`src/lfm_consts.svh`:
```
// Constants for the LED driver fault manager: offsets, fields, timings.
`ifndef LFM_CONSTS_SVH
`define LFM_CONSTS_SVH

// ****************************************************************
// Register byte addresses
// ****************************************************************
`define LFM_ADDR_STATUS        12'h000
`define LFM_ADDR_MASK          12'h004
`define LFM_ADDR_STATE         12'h008
`define LFM_ADDR_CONFIG        12'h00C

// ****************************************************************
// Status bit positions
// ****************************************************************
`define LFM_BIT_VIN_UV         0
`define LFM_BIT_VIN_OV         1
`define LFM_BIT_VDD_UV         2
`define LFM_BIT_VIN_OC         3
`define LFM_BIT_CP_FAULT       4
`define LFM_BIT_CP_MISSING     5
`define LFM_BIT_SYNC_LOST      6
`define LFM_BIT_CRC_ERR        7
`define LFM_BIT_BST_OVP_LOW    8
`define LFM_BIT_BST_OVP_HIGH   9
`define LFM_BIT_BST_OCP        10
`define LFM_BIT_LEDSET         11
`define LFM_BIT_MODESEL        12
`define LFM_BIT_FSET           13
`define LFM_NUM_FLAGS          14

// Flags that may raise the interrupt; the others never do.
`define LFM_IRQ_CAPABLE        14'h06FF
`define LFM_MASK_RESET         14'h3FFF

// ****************************************************************
// Defaults on a bad setting resistor
// ****************************************************************
`define LFM_DEF_LED_CHANNELS   3'h4
`define LFM_DEF_LED_CURRENT_MA 8'hC8
`define LFM_DEF_I2C_ADDR       7'h3A
`define LFM_DEF_BOOST_KHZ      12'h190
`define LFM_DEF_DIM_HZ         12'h131

// ****************************************************************
// Timing
// ****************************************************************
`define LFM_CLK_HZ             125000000
`define LFM_RECOVERY_MS        100
`define LFM_BST_OCP_MS         110
`define LFM_RECOVERY_CYC       ((`LFM_CLK_HZ / 1000) * `LFM_RECOVERY_MS)
`define LFM_BST_OCP_CYC        ((`LFM_CLK_HZ / 1000) * `LFM_BST_OCP_MS)

`endif

```
`src/lfm_pkg.sv`:
```
// Types for the LED driver fault manager.
package lfm_pkg;

  typedef enum logic [2:0] {
    LFM_INIT,
    LFM_STANDBY,
    LFM_RUN,
    LFM_RECOVERY,
    LFM_HOLD
  } lfm_state_type;

  // Fault detector inputs, all synchronous active-high levels.
  typedef struct packed {
    logic vin_uv;
    logic vin_ov;
    logic vdd_uv;
    logic vin_oc;
    logic cp_fault;
    logic cp_missing;
    logic sync_lost;
    logic crc_err;
    logic bst_ovp_low;
    logic bst_ovp_high;
    logic fb_below_uvp;
    logic ledset_bad;
    logic modesel_bad;
    logic boost_frequency_resistor_bad;
    logic dimming_frequency_resistor_bad;
  } lfm_fault_in_type;

  // Power stage enables and fallback settings.
  typedef struct packed {
    logic        led_enable;
    logic        boost_enable;
    logic        boost_switch;
    logic        pl_switch_enable;
    logic        charge_pump_enable;
    logic        use_internal_clock;
    logic        spread_spectrum;
    logic        led_cfg_default;
    logic [2:0]  led_channels;
    logic [7:0]  led_current_ma;
    logic        mode_default;
    logic        phase_shift_pwm;
    logic [6:0]  i2c_addr;
    logic        boost_freq_default;
    logic [11:0] boost_khz;
    logic        dim_freq_default;
    logic [11:0] dim_hz;
  } lfm_control_type;

endpackage : lfm_pkg

```
`src/lfm_fault_manager.sv`:
```
// Fault supervisor of a boost LED driver with an APB register slave.
`timescale 1ns/1ns
`include "lfm_consts.svh"

module lfm_fault_manager #(
  parameter int unsigned RECOVERY_CYC = `LFM_RECOVERY_CYC,
  parameter int unsigned BST_OCP_CYC  = `LFM_BST_OCP_CYC
) (
  input  wire logic                      i_clk,
  input  wire logic                      i_srst,
  input  wire logic                      i_psel,
  input  wire logic                      i_penable,
  input  wire logic                      i_pwrite,
  input  wire logic [11:0]               i_paddr,
  input  wire logic [31:0]               i_pwdata,
  output logic      [31:0]               o_prdata,
  output logic                           o_pready,
  output logic                           o_pslverr,
  input  wire logic                      i_enable,
  input  wire logic                      i_brightness_nonzero,
  input  wire logic                      i_boost_sync_input,
  input  wire logic                      i_init_done,
  input  wire lfm_pkg::lfm_fault_in_type i_fault,
  output lfm_pkg::lfm_control_type       o_control,
  output lfm_pkg::lfm_state_type         o_state,
  output logic                           o_irq
);
  import lfm_pkg::*;

  localparam int NF = `LFM_NUM_FLAGS;

  // ****************************************************************
  // Declarations
  // ****************************************************************
  lfm_state_type   state;
  lfm_state_type   next_state;
  logic [NF-1:0]   status;
  logic [NF-1:0]   mask;
  logic [NF-1:0]   events;
  logic [NF-1:0]   level;
  logic [NF-1:0]   level_q;
  logic [31:0]     timer;
  logic [31:0]     ocp_count;
  logic            ocp_trip;
  logic            recover_req;
  logic            standby_req;
  logic            timer_done;
  logic            sync_fallback;
  logic            ledset_bad;
  logic            modesel_bad;
  logic            boost_frequency_resistor_bad;
  logic            dimming_frequency_resistor_bad;
  logic            wr_access;
  logic            rd_access;
  logic            addr_ok;
  logic [NF-1:0]   w1c;

  // ****************************************************************
  // Fault levels and rising-edge events
  // ****************************************************************
  always_comb begin
    level                         = '0;
    level[`LFM_BIT_VIN_UV]        = i_fault.vin_uv;
    level[`LFM_BIT_VIN_OV]        = i_fault.vin_ov;
    level[`LFM_BIT_VDD_UV]        = i_fault.vdd_uv;
    level[`LFM_BIT_VIN_OC]        = i_fault.vin_oc;
    level[`LFM_BIT_CP_FAULT]      = i_fault.cp_fault
                                    | i_fault.cp_missing;
    level[`LFM_BIT_CP_MISSING]    = i_fault.cp_missing;
    level[`LFM_BIT_SYNC_LOST]     = i_fault.sync_lost;
    level[`LFM_BIT_CRC_ERR]       = i_fault.crc_err;
    level[`LFM_BIT_BST_OVP_LOW]   = i_fault.bst_ovp_low;
    level[`LFM_BIT_BST_OVP_HIGH]  = i_fault.bst_ovp_high;
    level[`LFM_BIT_BST_OCP]       = ocp_trip;
    level[`LFM_BIT_LEDSET]        = ledset_bad;
    level[`LFM_BIT_MODESEL]       = modesel_bad;
    level[`LFM_BIT_FSET]          = boost_frequency_resistor_bad | dimming_frequency_resistor_bad;
  end

  assign events = level & ~level_q;

  always_ff @(posedge i_clk) begin
    if (i_srst) begin
      level_q <= '0;
    end else begin
      level_q <= level;
    end
  end

  // ****************************************************************
  // Boost overcurrent timer
  // ****************************************************************
  // Counts only while the boost is running, since the feedback node is
  // expected to sit low when the converter is off.
  always_ff @(posedge i_clk) begin
    if (i_srst || !i_fault.fb_below_uvp || state != LFM_RUN) begin
      ocp_count <= '0;
      ocp_trip  <= 1'b0;
    end else if (ocp_count >= BST_OCP_CYC - 1) begin
      ocp_trip  <= 1'b1;
    end else begin
      ocp_count <= ocp_count + 32'h1;
    end
  end

  // ****************************************************************
  // Setting resistor results, caught when initialisation completes
  // ****************************************************************
  // Resistors are only judged once, so a later change has no effect.
  always_ff @(posedge i_clk) begin
    if (i_srst) begin
      ledset_bad   <= 1'b0;
      modesel_bad  <= 1'b0;
      boost_frequency_resistor_bad <= 1'b0;
      dimming_frequency_resistor_bad <= 1'b0;
    end else if (state == LFM_INIT && i_init_done) begin
      ledset_bad   <= i_fault.ledset_bad;
      modesel_bad  <= i_fault.modesel_bad;
      boost_frequency_resistor_bad <= i_fault.boost_frequency_resistor_bad;
      dimming_frequency_resistor_bad <= i_fault.dimming_frequency_resistor_bad;
    end
  end

  // ****************************************************************
  // Sync clock fallback
  // ****************************************************************
  always_ff @(posedge i_clk) begin
    if (i_srst || !i_enable) begin
      sync_fallback <= 1'b0;
    end else if (i_fault.sync_lost) begin
      sync_fallback <= 1'b1;
    end
  end

  // ****************************************************************
  // Operating state machine
  // ****************************************************************
  assign recover_req = i_fault.vin_oc | i_fault.cp_fault
                     | i_fault.bst_ovp_high | ocp_trip;
  assign standby_req = i_fault.vin_uv | i_fault.vin_ov
                     | i_fault.vdd_uv;
  assign timer_done  = (timer >= RECOVERY_CYC - 1);

  always_comb begin
    next_state = state;
    unique case (state)
      LFM_INIT: begin
        if (i_init_done) begin
          next_state = LFM_STANDBY;
        end
      end
      LFM_STANDBY: begin
        if (i_enable && !standby_req && !recover_req) begin
          next_state = LFM_RUN;
        end
      end
      LFM_RUN: begin
        if (!i_enable || standby_req) begin
          next_state = LFM_STANDBY;
        end else if (recover_req) begin
          next_state = LFM_RECOVERY;
        end
      end
      LFM_RECOVERY: begin
        // The high boost overvoltage must also have fallen away.
        if (timer_done && !i_fault.bst_ovp_high) begin
          next_state = LFM_HOLD;
        end
      end
      LFM_HOLD: begin
        if (!i_enable) begin
          next_state = LFM_STANDBY;
        end else if (i_brightness_nonzero) begin
          next_state = LFM_STANDBY;
        end
      end
    endcase
  end

  always_ff @(posedge i_clk) begin
    if (i_srst) begin
      state <= LFM_INIT;
    end else begin
      state <= next_state;
    end
  end

  always_ff @(posedge i_clk) begin
    if (i_srst || state != LFM_RECOVERY) begin
      timer <= '0;
    end else if (!timer_done) begin
      timer <= timer + 32'h1;
    end
  end

  // ****************************************************************
  // Control outputs
  // ****************************************************************
  always_ff @(posedge i_clk) begin
    if (i_srst) begin
      o_control <= '0;
    end else begin
      o_control.led_enable         <= (state == LFM_RUN)
                                      && i_brightness_nonzero;
      o_control.boost_enable       <= (state == LFM_RUN);
      o_control.boost_switch       <= (state == LFM_RUN)
                                      && !i_fault.bst_ovp_low;
      o_control.pl_switch_enable   <= (state == LFM_RUN);
      o_control.charge_pump_enable <= !i_fault.cp_missing;
      o_control.use_internal_clock <= sync_fallback;
      o_control.spread_spectrum    <= sync_fallback
                                      && i_boost_sync_input;
      o_control.led_cfg_default    <= ledset_bad;
      o_control.led_channels       <= `LFM_DEF_LED_CHANNELS;
      o_control.led_current_ma     <= `LFM_DEF_LED_CURRENT_MA;
      o_control.mode_default       <= modesel_bad;
      o_control.phase_shift_pwm    <= 1'b1;
      o_control.i2c_addr           <= `LFM_DEF_I2C_ADDR;
      o_control.boost_freq_default <= boost_frequency_resistor_bad;
      o_control.boost_khz          <= `LFM_DEF_BOOST_KHZ;
      o_control.dim_freq_default   <= dimming_frequency_resistor_bad;
      o_control.dim_hz             <= `LFM_DEF_DIM_HZ;
    end
  end

  assign o_state = state;

  // ****************************************************************
  // Status, mask and interrupt
  // ****************************************************************
  assign wr_access = i_psel && i_penable && i_pwrite;
  assign rd_access = i_psel && i_penable && !i_pwrite;
  assign w1c = (wr_access && i_paddr == `LFM_ADDR_STATUS)
             ? i_pwdata[NF-1:0] : '0;

  // A new event in the clearing cycle wins over the clear.
  always_ff @(posedge i_clk) begin
    if (i_srst) begin
      status <= '0;
    end else begin
      status <= (status & ~w1c) | events;
    end
  end

  always_ff @(posedge i_clk) begin
    if (i_srst) begin
      mask <= `LFM_MASK_RESET;
    end else if (wr_access && i_paddr == `LFM_ADDR_MASK) begin
      mask <= i_pwdata[NF-1:0];
    end
  end

  // Flags that carry no interrupt are left out of the output.
  always_ff @(posedge i_clk) begin
    if (i_srst) begin
      o_irq <= 1'b0;
    end else begin
      o_irq <= |(status & mask & `LFM_IRQ_CAPABLE);
    end
  end

  // ****************************************************************
  // APB read path
  // ****************************************************************
  assign addr_ok = (i_paddr == `LFM_ADDR_STATUS)
                || (i_paddr == `LFM_ADDR_MASK)
                || (i_paddr == `LFM_ADDR_STATE)
                || (i_paddr == `LFM_ADDR_CONFIG);
  assign o_pready  = 1'b1;
  assign o_pslverr = i_psel && i_penable && !addr_ok;

  always_ff @(posedge i_clk) begin
    if (i_srst) begin
      o_prdata <= '0;
    end else if (i_psel && !i_penable && !i_pwrite) begin
      unique case (i_paddr)
        `LFM_ADDR_STATUS: o_prdata <= {18'h0, status};
        `LFM_ADDR_MASK:   o_prdata <= {18'h0, mask};
        `LFM_ADDR_STATE:  o_prdata <= {29'h0, state};
        `LFM_ADDR_CONFIG: o_prdata <= {26'h0, sync_fallback,
                                       o_control.spread_spectrum,
                                       dimming_frequency_resistor_bad, boost_frequency_resistor_bad,
                                       modesel_bad, ledset_bad};
        default:          o_prdata <= 32'h0;
      endcase
    end
  end

endmodule : lfm_fault_manager

```
`config.mk`:
```
export PLATFORM = sky130hd
export DESIGN_NAME = lfm_fault_manager
export DESIGN_NICKNAME = d
export VERILOG_FILES = /design/src/lfm_pkg.sv /design/src/lfm_fault_manager.sv
export VERILOG_INCLUDE_DIRS = /design/src
export SDC_FILE = /design/constraint.sdc
export NUM_CORES = 1
export LEC_CHECK = 0
export ABC_CLOCK_PERIOD_IN_PS = 5000
export BUFFER_PORTS_ARGS = -buffer_cell sky130_fd_sc_hd__buf_2
export CAP_MARGIN = 40
export CORE_MARGIN = 4
export CORE_UTILIZATION = 40
export CTS_CLUSTER_DIAMETER = 120
export DETAILED_ROUTE_END_ITERATION = 7
export HOLD_SLACK_MARGIN = 0.08
export MAX_ROUTING_LAYER = met4
export RECOVER_POWER = 50
export SLEW_MARGIN = 20
export SYNTH_ARGS = -nofsm -noshare
export SYNTH_HDL_FRONTEND = slang
export SYNTH_SLANG_ARGS = --single-unit
```
`constraint.sdc`:
```
create_clock -name i_clk -period 5 [get_ports i_clk]
set_input_delay 1 -clock i_clk [delete_from_list [all_inputs] [get_ports i_clk]]
set_output_delay 1 -clock i_clk [all_outputs]
set_load 0.02 [all_outputs]
```
Yosys cells after proc, flatten, opt, wreduce, memory -nomap -nowiden
Cells that the tools add are included.
W data, S select, Z words.
- register bits: 201
- bits in latches: 0
- memory bits (writable): 0
- memory bits (read-only): 0
- output and inout bits: 92
- memories: 0
- add/subtract/negate cells: 2
- multiply operators: 0
- div/mod/pow operators: 0
- order comparisons: 2
- equality and inequality tests: 14
- shift operators: 0
- muxes and demuxes: 11
- bitwise logic cells: 13
- reductions and logical operators: 36
- operator list (operator ; count):
    $add A32 B1 Y32 const B ; 2
    $ge A32 B24 Y1 const B ; 2
    $pmux W14 S4 ; 1
    $mux W46 ; 1
    $and A14 B14 Y14 ; 2
    $not A14 Y14 ; 2
    $eq A12 B4 Y1 const B ; 2
    $mux W3 ; 7
    $pmux W3 S5 ; 1
    $logic_and A1 B1 Y1 ; 14
    $mux W14 ; 1
    $or A14 B14 Y14 ; 1
    $eq A12 B3 Y1 const B ; 1
    $logic_not A12 Y1 ; 1
    $and A11 B11 Y11 ; 1
    $logic_not A1 Y1 ; 10
    $reduce_or A10 Y1 ; 1
    $logic_or A1 B1 Y1 ; 8
    $or A1 B1 Y1 ; 7
    $eq A3 B2 Y1 const B ; 2
    $ne A2 B2 Y1 const B ; 3
    $ne A3 B2 Y1 const B ; 2
    $ne A3 B3 Y1 const B ; 2
    $reduce_and A5 Y1 ; 1
    3 further kinds ; 3

Logic depth before layout (Yosys ltp)
- depth after elaboration: 7
- gate-level depth with buffers: 10

Least setup slack after synthesis
Ideal clock, no wire load.
- kind: input port to output port
- start: input i_paddr[1]
- end: output o_pslverr
- arrival time: 1.774 ns
- required time: 4.000 ns
- slack: 2.226 ns
- stages: 3
- cell sequence: nor4_1 > nand4_1 > and3_1
- cells in the longest elaborated chain, start to end: 6
- RTL lines (element ; RTL line ; RTL):
    start, declared ; lfm_fault_manager.sv:14 ; input wire logic [11:0] i_paddr,
    $eq A12 B3 Y1 / $logic_not A12 Y1 (equally long branches) ; - ;
    $logic_or A1 B1 Y1 (2 in series) ; lfm_fault_manager.sv:265 ; assign addr_ok = (i_paddr == `LFM_ADDR_STATUS)
    $logic_or A1 B1 Y1 (*) ; lfm_fault_manager.sv:265 ;
    $logic_not A1 Y1 (*) ; lfm_fault_manager.sv:270 ; assign o_pslverr = i_psel && i_penable && !addr_ok;
    $logic_and A1 B1 Y1 (*) ; lfm_fault_manager.sv:270 ;
    end, declared ; lfm_fault_manager.sv:18 ; output logic o_pslverr,
Mark *: on every way between the ends. The rest lies on a longest branch, timed or not.

Worst setup path in the final report
- start: input i_srst
- end: register ocp_trip
- cells in the longest elaborated chain, start to end: 2
- RTL lines (element ; RTL line ; RTL):
    start, declared ; lfm_fault_manager.sv:10 ; input wire logic i_srst,
    $logic_or A1 B1 Y1 (2 in series) ; lfm_fault_manager.sv:96 ; if (i_srst || !i_fault.fb_below_uvp || state != LFM_RUN) begin
    end signal, assigned ; lfm_fault_manager.sv:98 ; ocp_trip <= 1'b0;
    end signal, assigned ; lfm_fault_manager.sv:100 ; ocp_trip <= 1'b1;
    end, declared ; lfm_fault_manager.sv:44 ; logic ocp_trip;
No other way between the ends.
A chain may end at the register's enable or synchronous reset.

==> flow_results.org <==
** STA
- For the finished layout, the period the worst path requires is 3073 ps.
- Fraction of the cycle the final worst path needs :: 0.6146
- Sum of negative setup slack :: 0 ps
- The max-slew violation count was 43.
- Unrepaired setup endpoints after global routing :: false
- Setup violations remaining at the end of the flow were counted as 0.
- Derived from the worst setup path, the maximum achievable clock frequency is 0.3254 GHz.
- The final-report hold violation count was 0.
- Worst Max-Slew Pin Slew :: 1887 ps
- Hold slack final :: 457.8 ps
- Worst slew margin :: -0.2577
- Worst clock skew on the final layout :: 5.996 ps

** Place
- Once detailed placement completed, the half-perimeter wirelength came to 9950 µm.
- Instance count after placement with tap cells included :: 928
- In this run the tool buffered the top-level ports with 95 buffer cells.
- Total placed instance area :: 6505 µm²
- Weighted congestion at the end of routability-driven global placement :: 0.7848

** Worst setup path
- For the worst setup path, the data arrival time is 3350 ps.
- Slack of the worst reg-to-reg path :: 2320 ps
- Slowest cell on the critical path :: sky130_fd_sc_hd__clkbuf_1
- Crit Path Class :: input port to flop
- Top cell by count, worst path :: sky130_fd_sc_hd__clkbuf_1
- Of all nets on the critical path, the largest fanout is 42.
- Required @ worst endpoint :: 5280 ps
- Measured in cells, the most critical reg-to-reg path has a length of 7.
- Crit Reg-Reg Startpoint :: timer[0]
- The worst setup path is launched from an input port.
- Crit path capture type :: flop
- The worst register-to-register path ends at timer[21].
- Counting both buffers and inverters, the worst setup path holds a total of 4.
- Cells along the critical path :: clkbuf_1 -> clkbuf_1 -> nor4b_1 -> clkbuf_1 -> nand2_1 -> buf_8 -> a21oi_1
- Peak per-stage delay on the critical path :: 1360 ps
- Family with the most delay on the worst path :: buffers and inverters

** Detailed routing
- After detailed routing, the total wire length is 14110 µm.
- The detailed router finished its first iteration with 306 violations.
- DRC violation count after routing :: 0
- Average wire per cell in the routed design :: 14.66 µm
- Average vias per placed instance :: 5.151
- The first detailed-routing pass ran for 5 iterations.
- Routed via count :: 4955
- Once detail routing completed, the nets flagged for antenna violations numbered 0.

** Global routing
- First-pass GRT wire length :: 23020 µm
- Entering global routing, the biggest net connects 46 pins.
- Number of global-route vias before repair :: 4721
- GRT Overall Usage :: 0.1660
- Final global-route overflow total :: 0
- Number of antenna violations at the first check in global routing :: 0

** Floorplanning
- Y dimension of the die :: 132.4 µm
- Pin placement for this block handled 160 I/O pins.
- The die covers 17540 µm².
- After floorplanning, the core was sized to cover 15200 µm².
- The initial utilization of the core area, before any placement, comes to 0.4075.
- The floorplan has 45 rows.
- From left edge to right edge, the die measures 132.4 µm.

** Clock network
- After clock tree synthesis, the repair step resized 0 gates.
- For the worst-skew pair, the clock arrives at the later sink with an insertion delay of 420 ps.
- TritonCTS built the clock tree.
- Clock-pin slew was measured on the worst setup and hold paths at 60 ps.
- CTS saw 139 sinks.
- In this run the clock root is driven by a sky130_fd_sc_hd__clkbuf_16.
- Level count of the clock H-tree :: 4
- The number of hold buffers added after CTS was 0.
- TritonCTS created 17 clock buffers.
- Post-CTS Repair Setup Buffers :: 0
- Clock Path Buffers :: 2

** Hold path
- The min-delay analysis places its worst path in the category flop to flop.
- Worst hold path depth :: 2
- The worst hold path begins at o_prdata[5].
- For hold timing, the worst endpoint is o_prdata[5].

** Synth
- After synthesis, the mean cell area works out to 8.913 µm².
- Flip-flop and latch count after synthesis :: 139
- The share of the Yosys chip area taken by registers is 0.4492.
- Synthesis instantiated 49 different standard cells from the library.
- Count of mapped cells out of synthesis :: 695
- In the post-synthesis netlist, the biggest area contributors are sky130_fd_sc_hd__dfxtp_1, sky130_fd_sc_hd__buf_4, sky130_fd_sc_hd__nand3_1.
- Dominant synthesized flop cell :: sky130_fd_sc_hd__dfxtp_1
- The share of synthesized area in the top cell type comes to 0.4492.
- Number of enable-type register cells in the synthesized netlist :: 0
- The mapped netlist covers 6195 µm².
- Cell type with the largest total area after synthesis :: sky130_fd_sc_hd__dfxtp_1
- In the synthesized netlist the async set-or-reset flop fraction comes to 0.
- Number of warnings reported in the yosys synthesis log :: 0

** Final layout
- Commonest non-fill, non-tap cell in the layout :: sky130_fd_sc_hd__dfxtp_1
- Leaving out filler cells and counting taps, the final layout contains 962.
- The top cell types in the final layout, fill and taps aside, are sky130_fd_sc_hd__dfxtp_1, sky130_fd_sc_hd__buf_2, sky130_fd_sc_hd__nand3_1.
- From synthesis to final layout, the design area changed by 14.08%.
- In the final layout, the share of cells above drive strength 1 is 0.1539.
- Summing all non-filler instances in the final layout gives an area of 7067 µm².
- Number of nets in the final layout :: 832

** Run status
- Violations in the final reports :: capacitance limit, slew limit
- Run status :: complete, but fails checks

** Pwr
- Reported leakage power :: 2.786 nW
- Total design power :: 0.002579 W
- Peak supply drop :: 0.3041 mV
- In this run the power density over the cells is 364.9 nW/µm².

** Run
- Number of max-cap violations :: 1
==> cell type report <==
type | count | area (µm²)
Tap cell | 188 | 235.2
Clock buffer | 18 | 429.2
Fill cell | 1485 | 8135
Inverter | 17 | 63.81
Sequential cell | 139 | 2783
Timing Repair Buffer | 103 | 509.2
Antenna cell | 1 | 2.502
Clock inverter | 12 | 151.4
Multi-Input combinational cell | 484 | 2893
==> kinds of logic after synthesis <==
| kind of cell | count (synthesis) | synth area share |
|---|---|---|
| AOI/OAI and AO/OA | 88 | 0.09756 |
| xor gates and xnor gates | 31 | 0.04383 |
| adders and majority gates | 2 | 0.004039 |
| buffers and inverters | 116 | 0.1105 |
| DFF | 139 | 0.4492 |
| muxes | 20 | 0.03999 |
| other | 2 | 0.001212 |
| and+or+nand+nor | 297 | 0.2537 |
==> tightest hold or removal path: stages (launching register included) <==
cell and delay [ps]:
sky130_fd_sc_hd__dfxtp_1 310, sky130_fd_sc_hd__nand2_1 50, sky130_fd_sc_hd__a21oi_1 50
==> worst max path at each step <==
stage | start | depth (start not counted) | slack (ps) | to
3_3_place_gp | i_srst | 4 | 1900 | timer[11]
6_report | i_srst | 7 | 1930 | ocp_trip
5_1_grt | i_srst | 7 | 1700 | ocp_count[4]
3_5_place_dp | i_paddr[0] | 5 | 1970 | o_pslverr
4_1_cts | i_paddr[0] | 5 | 1960 | o_pslverr
2_1_floorplan | i_paddr[1] | 3 | 2230 | o_pslverr
==> synthesized netlist by cell type, drive strengths merged (10+ instances only) <==
| library cell | n |
|---|---|
| dfxtp | 139 |
| buf | 72 |
| nand3 | 66 |
| nor2 | 62 |
| nand2 | 45 |
| and3 | 29 |
| a21oi | 27 |
| clkbuf | 27 |
| xor2 | 24 |
| inv | 17 |
| nor2b | 16 |
| nand3b | 15 |
| o21ai | 15 |
| a32o | 13 |
| nand4 | 12 |
| nor3 | 12 |
| or3 | 10 |
| or4 | 10 |
==> sequential cells by signal, indices dropped and copies added, names as in the netlist, 3 cells and up <==
signal / cells
mask: 14
ocp_count: 32
o_control: 9
status: 14
o_state: 3
o_prdata: 14
level_q: 14
timer: 32
==> power by group <==
group / internal [W] / switching, W / leakage, nW
Clock: 0.000775 / 0.000467 / 0.281
Sequential: 0.00113 / 0.0000204 / 1.13
Combinational: 0.0000651 / 0.000117 / 1.38
Total: 0.00197 / 0.000605 / 2.79
==> through the flow <==
step / setup slack, ps / utilization
final: 1927 / 0.4649
after detailed placement: 1972 / 0.4279
after global placement: 1902 / 0.4262
after global routing: 1696 / 0.4647
after CTS: 1956 / 0.4661
after floorplan: 2226 / -
==> layer usage <==
| layer | wire, µm | global-route usage | up-vias | part of all wire |
|---|---|---|---|---|
| met5 | 0 | - | - | 0 |
| met4 | 202 | 0.06236 | 0 | 0.014 |
| met3 | 786 | 0.04259 | 22 | 0.056 |
| met2 | 6827 | 0.2714 | 135 | 0.48 |
| met1 | 6288 | 0.1976 | 2325 | 0.45 |
| li1 | - | - | 2473 | - |
Note: power is estimated with default switching activity, not from simulation.
